`config.mk`:
```
export PLATFORM = sky130hd
export DESIGN_NAME = scc_strap_clk
export DESIGN_NICKNAME = d
export VERILOG_FILES = /design/src/scc_pkg.sv /design/src/scc_level_sense.sv /design/src/scc_strap_clk.sv
export SDC_FILE = /design/constraint.sdc
export NUM_CORES = 1
export LEC_CHECK = 0
export BUFFER_PORTS_ARGS = -buffer_cell sky130_fd_sc_hd__clkbuf_2
export CAP_MARGIN = 20
export CELL_PAD_IN_SITES_DETAIL_PLACEMENT = 1
export CELL_PAD_IN_SITES_GLOBAL_PLACEMENT = 2
export CORE_ASPECT_RATIO = 2
export CORE_MARGIN = 2
export CORE_UTILIZATION = 32
export CTS_CLUSTER_SIZE = 10
export DETAILED_ROUTE_END_ITERATION = 10
export GPL_TIMING_DRIVEN = 0
export PLACE_DENSITY = 0.78
export SLEW_MARGIN = 5
export SYNTH_ARGS = -nofsm -noshare
export SYNTH_HDL_FRONTEND = slang
export SYNTH_HIERARCHICAL = 1
export SYNTH_SLANG_ARGS = --single-unit
```
`constraint.sdc`:
```
create_clock -name ref_clk_in -period 1.7 [get_ports ref_clk_in]
set_input_delay 0.085 -clock ref_clk_in [delete_from_list [all_inputs] [get_ports ref_clk_in]]
set_output_delay 0.085 -clock ref_clk_in [all_outputs]
set_load 0.02 [all_outputs]
```
`src/scc_pkg.sv`:
```
// Package of constants and types for the strap loader and clock-out block
package scc_pkg;

    // ********************************************************
    // Register map
    // ********************************************************
    localparam logic [15:0] OUT_CLK_SEL_ADDR = 16'hFF1F;  // Output clock select register
    localparam logic [15:0] OUT_CLK_SEL_RST = 16'h0000;   // Clock output off after reset
    localparam int CLK_SEL_LSB = 0;                       // Source select field position
    localparam int CLK_SEL_W = 3;                         // Source select field width
    localparam int LNK_INV_BIT = 15;                      // Link status invert bit position
    localparam logic [15:0] STRAP_STAT_ADDR = 16'hFF20;   // Latched straps, read only

    // ********************************************************
    // Output clock sources
    // ********************************************************
    localparam logic [2:0] SRC_OFF = 3'h0;       // No clock on the pin
    localparam logic [2:0] SRC_125_FREE = 3'h1;  // 125 MHz free running
    localparam logic [2:0] SRC_125_REC = 3'h2;   // 125 MHz recovered
    localparam logic [2:0] SRC_25 = 3'h3;        // 25 MHz
    localparam logic [2:0] SRC_ADP_FREE = 3'h4;  // 25 or 125 MHz free running
    localparam logic [2:0] SRC_ADP_REC = 3'h5;   // 25 or 125 MHz recovered

    // ********************************************************
    // Strap levels and decoded configuration
    // ********************************************************
    typedef enum logic [1:0] {
        LVL_1 = 2'h0,  // Lowest level
        LVL_2 = 2'h1,  // Above one tenth of supply
        LVL_3 = 2'h2,  // Above one half of supply
        LVL_4 = 2'h3   // Above nine tenths of supply
    } scc_level_t;

    localparam logic [1:0] MACIF_DEFAULT = 2'h0;  // Unstrapped: RGMII with 2 ns delay
    localparam logic [3:0] ADDR_DEFAULT = 4'h0;   // Unstrapped address
    localparam int ROW_W = 4;                     // Width of configuration row number
    localparam logic [3:0] ROW_LAST_AN = 4'hB;    // Last row with autonegotiation on
endpackage : scc_pkg

```
`src/scc_level_sense.sv`:
```
// Multilevel comparator: turns a pin level fraction into one of four levels
module scc_level_sense #(
    parameter int FRAC_W = 8  // Width of the sensed supply fraction
) (
    input wire logic ref_clk_in,
    input wire logic arst_n_in,
    input wire logic [FRAC_W-1:0] frac_in,
    output scc_pkg::scc_level_t level_out
);
    // ********************************************************
    // Thresholds as fractions of full scale
    // ********************************************************
    localparam int FULL = (1 << FRAC_W) - 1;
    localparam logic [FRAC_W-1:0] TH_LO = FRAC_W'(FULL / 10);       // One tenth
    localparam logic [FRAC_W-1:0] TH_MID = FRAC_W'(FULL / 2);       // One half
    localparam logic [FRAC_W-1:0] TH_HI = FRAC_W'((FULL * 9) / 10); // Nine tenths

    typedef struct packed {
        logic [FRAC_W-1:0] s1;  // First sync stage
        logic [FRAC_W-1:0] s2;  // Second sync stage
        scc_pkg::scc_level_t lvl;
    } st_t;
    st_t st_q;
    st_t st_d;

    // Classify the synchronised level
    always_comb begin
        st_d = st_q;
        st_d.s1 = frac_in;
        st_d.s2 = st_q.s1;
        if (st_q.s2 > TH_HI) begin
            st_d.lvl = scc_pkg::LVL_4;
        end else if (st_q.s2 > TH_MID) begin
            st_d.lvl = scc_pkg::LVL_3;
        end else if (st_q.s2 > TH_LO) begin
            st_d.lvl = scc_pkg::LVL_2;
        end else begin
            st_d.lvl = scc_pkg::LVL_1;
        end
    end

    // State register
    always_ff @(posedge ref_clk_in or negedge arst_n_in) begin
        if (!arst_n_in) begin
            st_q <= '0;
        end else begin
            st_q <= st_d;
        end
    end

    assign level_out = st_q.lvl;
endmodule // scc_level_sense

```
`src/scc_strap_clk.sv`:
```
// Strap latch, link status driver and auxiliary clock select
// How it works
// - Drive link status pin from link state
// - High by default, invert bit reverses
// - Register selects one clock output source
// - Clock output off after reset
// - Free 125 MHz keeps multiplier powered
// - Sample straps, latch after settling count
// - Multilevel pins decode to four levels
// - Two-level pins: lowest low, highest high
// - Thresholds 0.9, 0.5, 0.1 of supply
// - Four address straps, default zero
// - Two four-level straps set speed options
// - Two straps pick MAC interface type
// - Crossover mode from clock pin strap
// - Power-down strap holds link for software
// - Otherwise bring up link immediately
// - Address straps form binary address
// - Rows one to eleven autonegotiate
// - Both highest: all speeds plus extras
module scc_strap_clk #(
    parameter int FRAC_W = 8,     // Sensed level resolution
    parameter int SETTLE_CYC = 4  // Cycles of sensing after reset before latching
) (
    input wire logic ref_clk_in,
    input wire logic arst_n_in,
    input wire logic [3:0] addr_strap_in,       // Address straps, two level, synced here
    input wire logic [1:0] mac_if_strap_in,     // MAC interface straps, high then low
    input wire logic [FRAC_W-1:0] speed_strap_high_in, // Level on link status pin
    input wire logic [FRAC_W-1:0] speed_strap_low_in,  // Level on status lamp pin
    input wire logic [FRAC_W-1:0] crossover_strap_in,  // Level on aux clock pin
    input wire logic link_up_in,                // Link engine state, same clock
    input wire logic clk_125_free_in,           // Candidate clocks as sampled levels
    input wire logic clk_125_rec_in,
    input wire logic clk_25_in,
    input wire logic speed_1000_in,             // Selects 125 for adaptive sources
    input wire logic reg_wr_in,                 // Management write strobe
    input wire logic [15:0] reg_addr_in,
    input wire logic [15:0] reg_wdata_in,
    output logic [15:0] reg_rdata_out,
    output logic link_status_out,
    output logic link_status_oe_out,            // Low while straps are sensed
    output logic aux_clock_out_pin_out,
    output logic aux_clock_oe_out,
    output logic clock_multiplier_unit_on_out,
    output logic [3:0] phy_addr_out,
    output logic [1:0] mac_if_sel_out,
    output logic [1:0] crossover_mode_out,
    output logic [3:0] config_row_out,          // Table row 1..14, 0 when invalid
    output logic autoneg_en_out,
    output logic sw_power_down_out,
    output logic downspeed_en_out,
    output logic energy_detect_sleep_out,
    output logic eee_en_out,
    output logic latched_out
);
    // ********************************************************
    // State
    // ********************************************************
    typedef enum {SENSE, RUN} ph_t;  // Strap phase

    typedef struct packed {
        logic [3:0] a1;        // Address sync stage 1
        logic [3:0] a2;        // Address sync stage 2
        logic [1:0] m1;        // MAC strap sync stage 1
        logic [1:0] m2;        // MAC strap sync stage 2
        logic [7:0] cnt;       // Settling counter
        logic run;             // Straps latched
        logic [3:0] addr;
        logic [1:0] macif;
        logic [1:0] mdix;
        logic [3:0] row;
        logic [15:0] clkcfg;   // Output clock select register
        logic pd;              // Software power-down held
        logic lnk;             // Link status pin level
        logic clk;             // Aux clock pin level
        logic [15:0] rdata;
    } st_t;
    st_t st_q;
    st_t st_d;

    scc_pkg::scc_level_t lvl_hi;
    scc_pkg::scc_level_t lvl_lo;
    scc_pkg::scc_level_t lvl_x;
    logic [3:0] row_c;
    logic [2:0] src;

    // ********************************************************
    // Level sensing
    // ********************************************************
    // four-level decode
    scc_level_sense #(.FRAC_W(FRAC_W)) u_hi (
        .ref_clk_in(ref_clk_in), .arst_n_in(arst_n_in),
        .frac_in(speed_strap_high_in), .level_out(lvl_hi));
    scc_level_sense #(.FRAC_W(FRAC_W)) u_lo (
        .ref_clk_in(ref_clk_in), .arst_n_in(arst_n_in),
        .frac_in(speed_strap_low_in), .level_out(lvl_lo));
    scc_level_sense #(.FRAC_W(FRAC_W)) u_x (
        .ref_clk_in(ref_clk_in), .arst_n_in(arst_n_in),
        .frac_in(crossover_strap_in), .level_out(lvl_x));

    // ********************************************************
    // Configuration row lookup
    // ********************************************************
    // speed strap pair decode
    always_comb begin
        case ({lvl_hi, lvl_lo})
            {scc_pkg::LVL_4, scc_pkg::LVL_4}: row_c = 4'h1;
            {scc_pkg::LVL_1, scc_pkg::LVL_4}: row_c = 4'h2;
            {scc_pkg::LVL_2, scc_pkg::LVL_4}: row_c = 4'h3;
            {scc_pkg::LVL_3, scc_pkg::LVL_4}: row_c = 4'h4;
            {scc_pkg::LVL_4, scc_pkg::LVL_2}: row_c = 4'h5;
            {scc_pkg::LVL_4, scc_pkg::LVL_3}: row_c = 4'h6;
            {scc_pkg::LVL_4, scc_pkg::LVL_1}: row_c = 4'h7;
            {scc_pkg::LVL_3, scc_pkg::LVL_1}: row_c = 4'h8;
            {scc_pkg::LVL_1, scc_pkg::LVL_1}: row_c = 4'h9;
            {scc_pkg::LVL_2, scc_pkg::LVL_1}: row_c = 4'hA;
            {scc_pkg::LVL_3, scc_pkg::LVL_2}: row_c = 4'hB;
            {scc_pkg::LVL_1, scc_pkg::LVL_2}: row_c = 4'hC;
            {scc_pkg::LVL_2, scc_pkg::LVL_2}: row_c = 4'hD;
            {scc_pkg::LVL_3, scc_pkg::LVL_3}: row_c = 4'hE;
            // Combinations outside the table
            default: row_c = 4'h0;
        endcase
    end

    // ********************************************************
    // Next state
    // ********************************************************
    always_comb begin
        st_d = st_q;
        st_d.a1 = addr_strap_in;
        st_d.a2 = st_q.a1;
        st_d.m1 = mac_if_strap_in;
        st_d.m2 = st_q.m1;
        // latch once settling completes after reset
        if (!st_q.run) begin
            if (st_q.cnt == 8'(SETTLE_CYC)) begin
                st_d.run = 1'b1;
                // two-level straps taken as plain bits
                st_d.addr = st_q.a2;
                st_d.macif = st_q.m2;
                st_d.mdix = lvl_x;
                st_d.row = row_c;
                st_d.pd = (row_c == 4'h4);
            end else begin
                st_d.cnt = st_q.cnt + 8'h01;
            end
        end
        // latched fields are not touched in RUN
        if (reg_wr_in && reg_addr_in == scc_pkg::OUT_CLK_SEL_ADDR) begin
            st_d.clkcfg = reg_wdata_in;
        end
        st_d.lnk = link_up_in ^ st_q.clkcfg[scc_pkg::LNK_INV_BIT];
        case (src)
            scc_pkg::SRC_125_FREE: st_d.clk = clk_125_free_in;
            scc_pkg::SRC_125_REC: st_d.clk = clk_125_rec_in;
            scc_pkg::SRC_25: st_d.clk = clk_25_in;
            scc_pkg::SRC_ADP_FREE: st_d.clk = speed_1000_in ? clk_125_free_in : clk_25_in;
            scc_pkg::SRC_ADP_REC: st_d.clk = speed_1000_in ? clk_125_rec_in : clk_25_in;
            default: st_d.clk = 1'b0;
        endcase
        // Register read mux
        if (reg_addr_in == scc_pkg::OUT_CLK_SEL_ADDR) begin
            st_d.rdata = st_q.clkcfg;
        end else if (reg_addr_in == scc_pkg::STRAP_STAT_ADDR) begin
            // Top two bits unused, padded on purpose
            st_d.rdata = {2'h0, st_q.run, st_q.pd, st_q.mdix, st_q.row, st_q.macif, st_q.addr};
        end else begin
            st_d.rdata = 16'h0000;
        end
    end

    assign src = st_q.clkcfg[scc_pkg::CLK_SEL_LSB +: scc_pkg::CLK_SEL_W];

    // State register
    always_ff @(posedge ref_clk_in or negedge arst_n_in) begin
        if (!arst_n_in) begin
            st_q <= '0;
            st_q.clkcfg <= scc_pkg::OUT_CLK_SEL_RST;
            st_q.addr <= scc_pkg::ADDR_DEFAULT;
            st_q.macif <= scc_pkg::MACIF_DEFAULT;
        end else begin
            st_q <= st_d;
        end
    end

    // ********************************************************
    // Outputs
    // ********************************************************
    assign reg_rdata_out = st_q.rdata;
    assign link_status_out = st_q.lnk;
    assign link_status_oe_out = st_q.run;
    assign aux_clock_out_pin_out = st_q.clk;
    assign aux_clock_oe_out = st_q.run && (src != scc_pkg::SRC_OFF);
    // multiplier on for free 125 source
    assign clock_multiplier_unit_on_out = st_q.run && (src == scc_pkg::SRC_125_FREE);
    assign phy_addr_out = st_q.addr;
    assign mac_if_sel_out = st_q.macif;
    assign crossover_mode_out = st_q.mdix;
    assign config_row_out = st_q.row;
    assign autoneg_en_out = (st_q.row != 4'h0) && (st_q.row <= scc_pkg::ROW_LAST_AN);
    assign sw_power_down_out = st_q.pd;
    assign downspeed_en_out = (st_q.row == 4'h1);
    assign energy_detect_sleep_out = (st_q.row == 4'h1);
    assign eee_en_out = (st_q.row == 4'h1);
    assign latched_out = st_q.run;
endmodule // scc_strap_clk

```
==> results.ini <==
[place]
dp.cells=562
place_area_um2=5200
hpwl_um=6090
io_buffers=105
place_congestion=0.720

[cells_and_area]
diodes=0
finalInstanceArea_um2=6430
nNetsFinal=558
final_util=0.478
final_cells=648
final_cell_mix=dfrtp_1 (115), clkbuf_2 (104), dlygate4sd3_1 (45), buf_4 (44), mux2_2 (21)
final_common_cell=dfrtp_1
syn_to_final_growth_pct=46.2
drive_gt1_frac=0.507
fill_cells=1387

[detailed_routing]
drt_wl_total_um=9350
drt_first_pass_iters=4
viasPerCell=4.55
drt_iter0_drc=122
num_vias=2950
drc=0
ant_nets=0
wl_per_cell_um=14.4

[power]
p_sw_frac=0.223
p_sw_uw=1600
internal-power_uw=5600
power_density_nw_per_um2=1120
irDropWorstVdd_v=0.000855
clock_power_share=0.524
power_frac_seq=0.407
power.total_uw=7210
combPwrFrac=0.069
p_leak_uw=0.00320

[logic_synthesis]
synth_flop_cell=dfrtp_1
ys_seq_area_frac=0.660
synth_area_leaders=dfrtp_1 (66%), buf_4 (6.5%), mux2_2 (6.1%)
async_reset_ff_frac=1.00
avgSynthCellArea_um2=14.6
syn_inst=301
synth_top_cell_area_share=0.660
syn-num-nets=379
synthDistinctLibCells=42
netlist_area_um2=4400
synth_seq_cells=116
synth_edf_count=0
synth_top_cell_by_area=dfrtp_1
synth.yosys.warnings=6

[floorplanning]
top_level_ports=109
core_um2=13400
die-width_um=86.9
placementRows=60
die_area_um2=14800
die_height_um=170
initial_core_util=0.327

[worst_setup_path]
critPathKind=reg -> reg
crit_arrival_ns=2.10
crit_path_end_kind=flip-flop
slowest_stage=mux4_2
crit_required_ns=2.01
crit_fanout=4
worstPathCellList=inv_4 > ha_4 > inv_2 > mux4_2 > or3b_1 > o31ai_2
start_kind=flip-flop
cp_slowest_stage_delay_ns=0.46

[status]
outcome=finished, violations left
violations=setup timing

[cts]
ctsHtreeMaxLevel=4
cts.sinks=116
cts_made_buffers=17
clkLatencyLatePin_ns=0.41
clk_pin_slew_worst_paths_ns=0.06
ctsRootBufferMaster=clkbuf_16
clockBufferDepth=2
cts_tree=yes

[grt]
antenna_found_initial=0
grt_usage=0.133
gr-total-overflow=0
grt_max_degree=116
grt_pass1_wl_um=14900
grt_pass1_vias=3321

[sta]
grt_setup_unrepaired=true
hold-worst-slack_ns=0.0334
min_period_ns=1.79
slew_headroom=0.619
fin_ws_ns=-0.0902
fin_crit_sh=1.05
hold_viol=0
timing.fmax_ghz=0.559
finalClockSkew_ns=0.0123
worstMarginPinSlew_ns=0.572
setup_viol=9
slew_violations=0

[worst_hold_path]
hold_class=in -> async

[flow_run]
max_cap_violations=0

## flip-flops by register name (all words and copies together) (netlist names), 4 cells and up
register	flops
u_x/st_d	7
st_d	6
u_lo/st_q	7
st_q	27
config_row_out	4
u_hi/st_d	7
phy_addr_out	4
u_lo/st_d	7
u_x/st_q	7
reg_rdata_out	16
u_hi/st_q	7
## cells in the mapped netlist (all sizes together) (2+ instances only)
| library cell | number |
|---|---|
| dfrtp | 116 |
| buf | 40 |
| mux2 | 26 |
| a22o | 14 |
| inv | 11 |
| nand2 | 9 |
| o21ai | 9 |
| ha | 8 |
| nand3 | 7 |
| clkbuf | 6 |
| xnor2 | 6 |
| nand4 | 5 |
| a21oi | 4 |
| mux2i | 4 |
| nor4 | 4 |
| a211o | 3 |
| nor2 | 3 |
| o2111ai | 3 |
| a211oi | 2 |
| and2 | 2 |
| nor3 | 2 |
| xor2 | 2 |
## layout make-up
type | count | area (µm²) | share of cell area
Sequential cell | 116 | 2900 | 0.452
Timing Repair Buffer | 162 | 1120 | 0.174
Inverter | 11 | 43.8 | 0.00681
Tap cell | 155 | 194 | 0.0302
Multi-Input combinational cell | 128 | 1200 | 0.187
Clock buffer | 18 | 429 | 0.0668
Clock inverter | 14 | 199 | 0.0309
Buffer | 44 | 334 | 0.0520
## timing repair
item	CTS	global route
hold buffers	45	0
buffers inserted	9	3
pin swaps	2	2
cloned	0	1
resized for setup	4	15
hold endpoints to repair	160	0
setup endpoints to repair	10	16
## worst max-delay path, delay by kind of cell (launching register included)
family | cells | cell delay [ns]
and+or+nand+nor | 1 | 0.38
adders and majority gates | 1 | 0.12
AOI/OAI and AO/OA | 1 | 0.19
DFF | 1 | 0.44
buffers and inverters | 2 | 0.10
muxes | 1 | 0.46
## worst paths after layout
kind / slack [ns] / start / cells past startpoint / to
max reg2reg: -0.09 / u_lo/level_out[0] / 6 / sw_power_down_out
min in group ref_clk_in: 0.04 / speed_1000_in / 3 / aux_clock_out_pin_out
max in group asynchronous: 0.92 / arst_n_in / 3 / u_lo/level_out[0]
min reg2reg: 0.34 / st_d[61] / 0 / st_q[61]
max: -0.09 / u_lo/level_out[0] / 6 / sw_power_down_out
min: 0.03 / arst_n_in / 2 / aux_clock_out_pin_out
## logic make-up (layout without fill, tap and decap cells)
logic type / after synthesis / after routing / synth area share
buffers and inverters: 57 / 249 / 0.0845
AO/OA/AOI/OAI: 39 / 39 / 0.0688
flip-flops: 116 / 116 / 0.660
AND/OR/NAND/NOR: 42 / 42 / 0.0654
XOR/XNOR: 8 / 8 / 0.0159
multiplexers: 31 / 31 / 0.0825
adder cells (fa/ha/maj): 8 / 8 / 0.0228
## per-stage QoR
stage,TNS (ns),worst slack [ns]
final,-0.424,-0.0902
after detailed placement,-3.10,-0.323
after global routing,-1.39,-0.178
after global placement,-118.73,-1.01
after CTS,-0.610,-0.101
after floorplan,-0.0829,-0.0829
## power by group through the flow
stage / registers, µW / clock network [µW] / logic, µW
after global routing: 2950 / 3980 / 549
final: 2930 / 3780 / 496
after global placement: 2970 / 0 / 384
after floorplan: 2960 / 0 / 200
after CTS: 2930 / 3870 / 496
after detailed placement: 2980 / 0 / 409
## metal layers
| metal | GRT usage | up-vias | wire length, µm |
|---|---|---|---|
| li1 | - | 1371 | - |
| met1 | 0.121 | 1473 | 3090 |
| met2 | 0.258 | 91 | 5630 |
| met3 | 0.0360 | 15 | 440 |
| met4 | 0.0652 | 0 | 180 |
| met5 | 0 | - | 0 |
(Power assumes the default switching activity.)
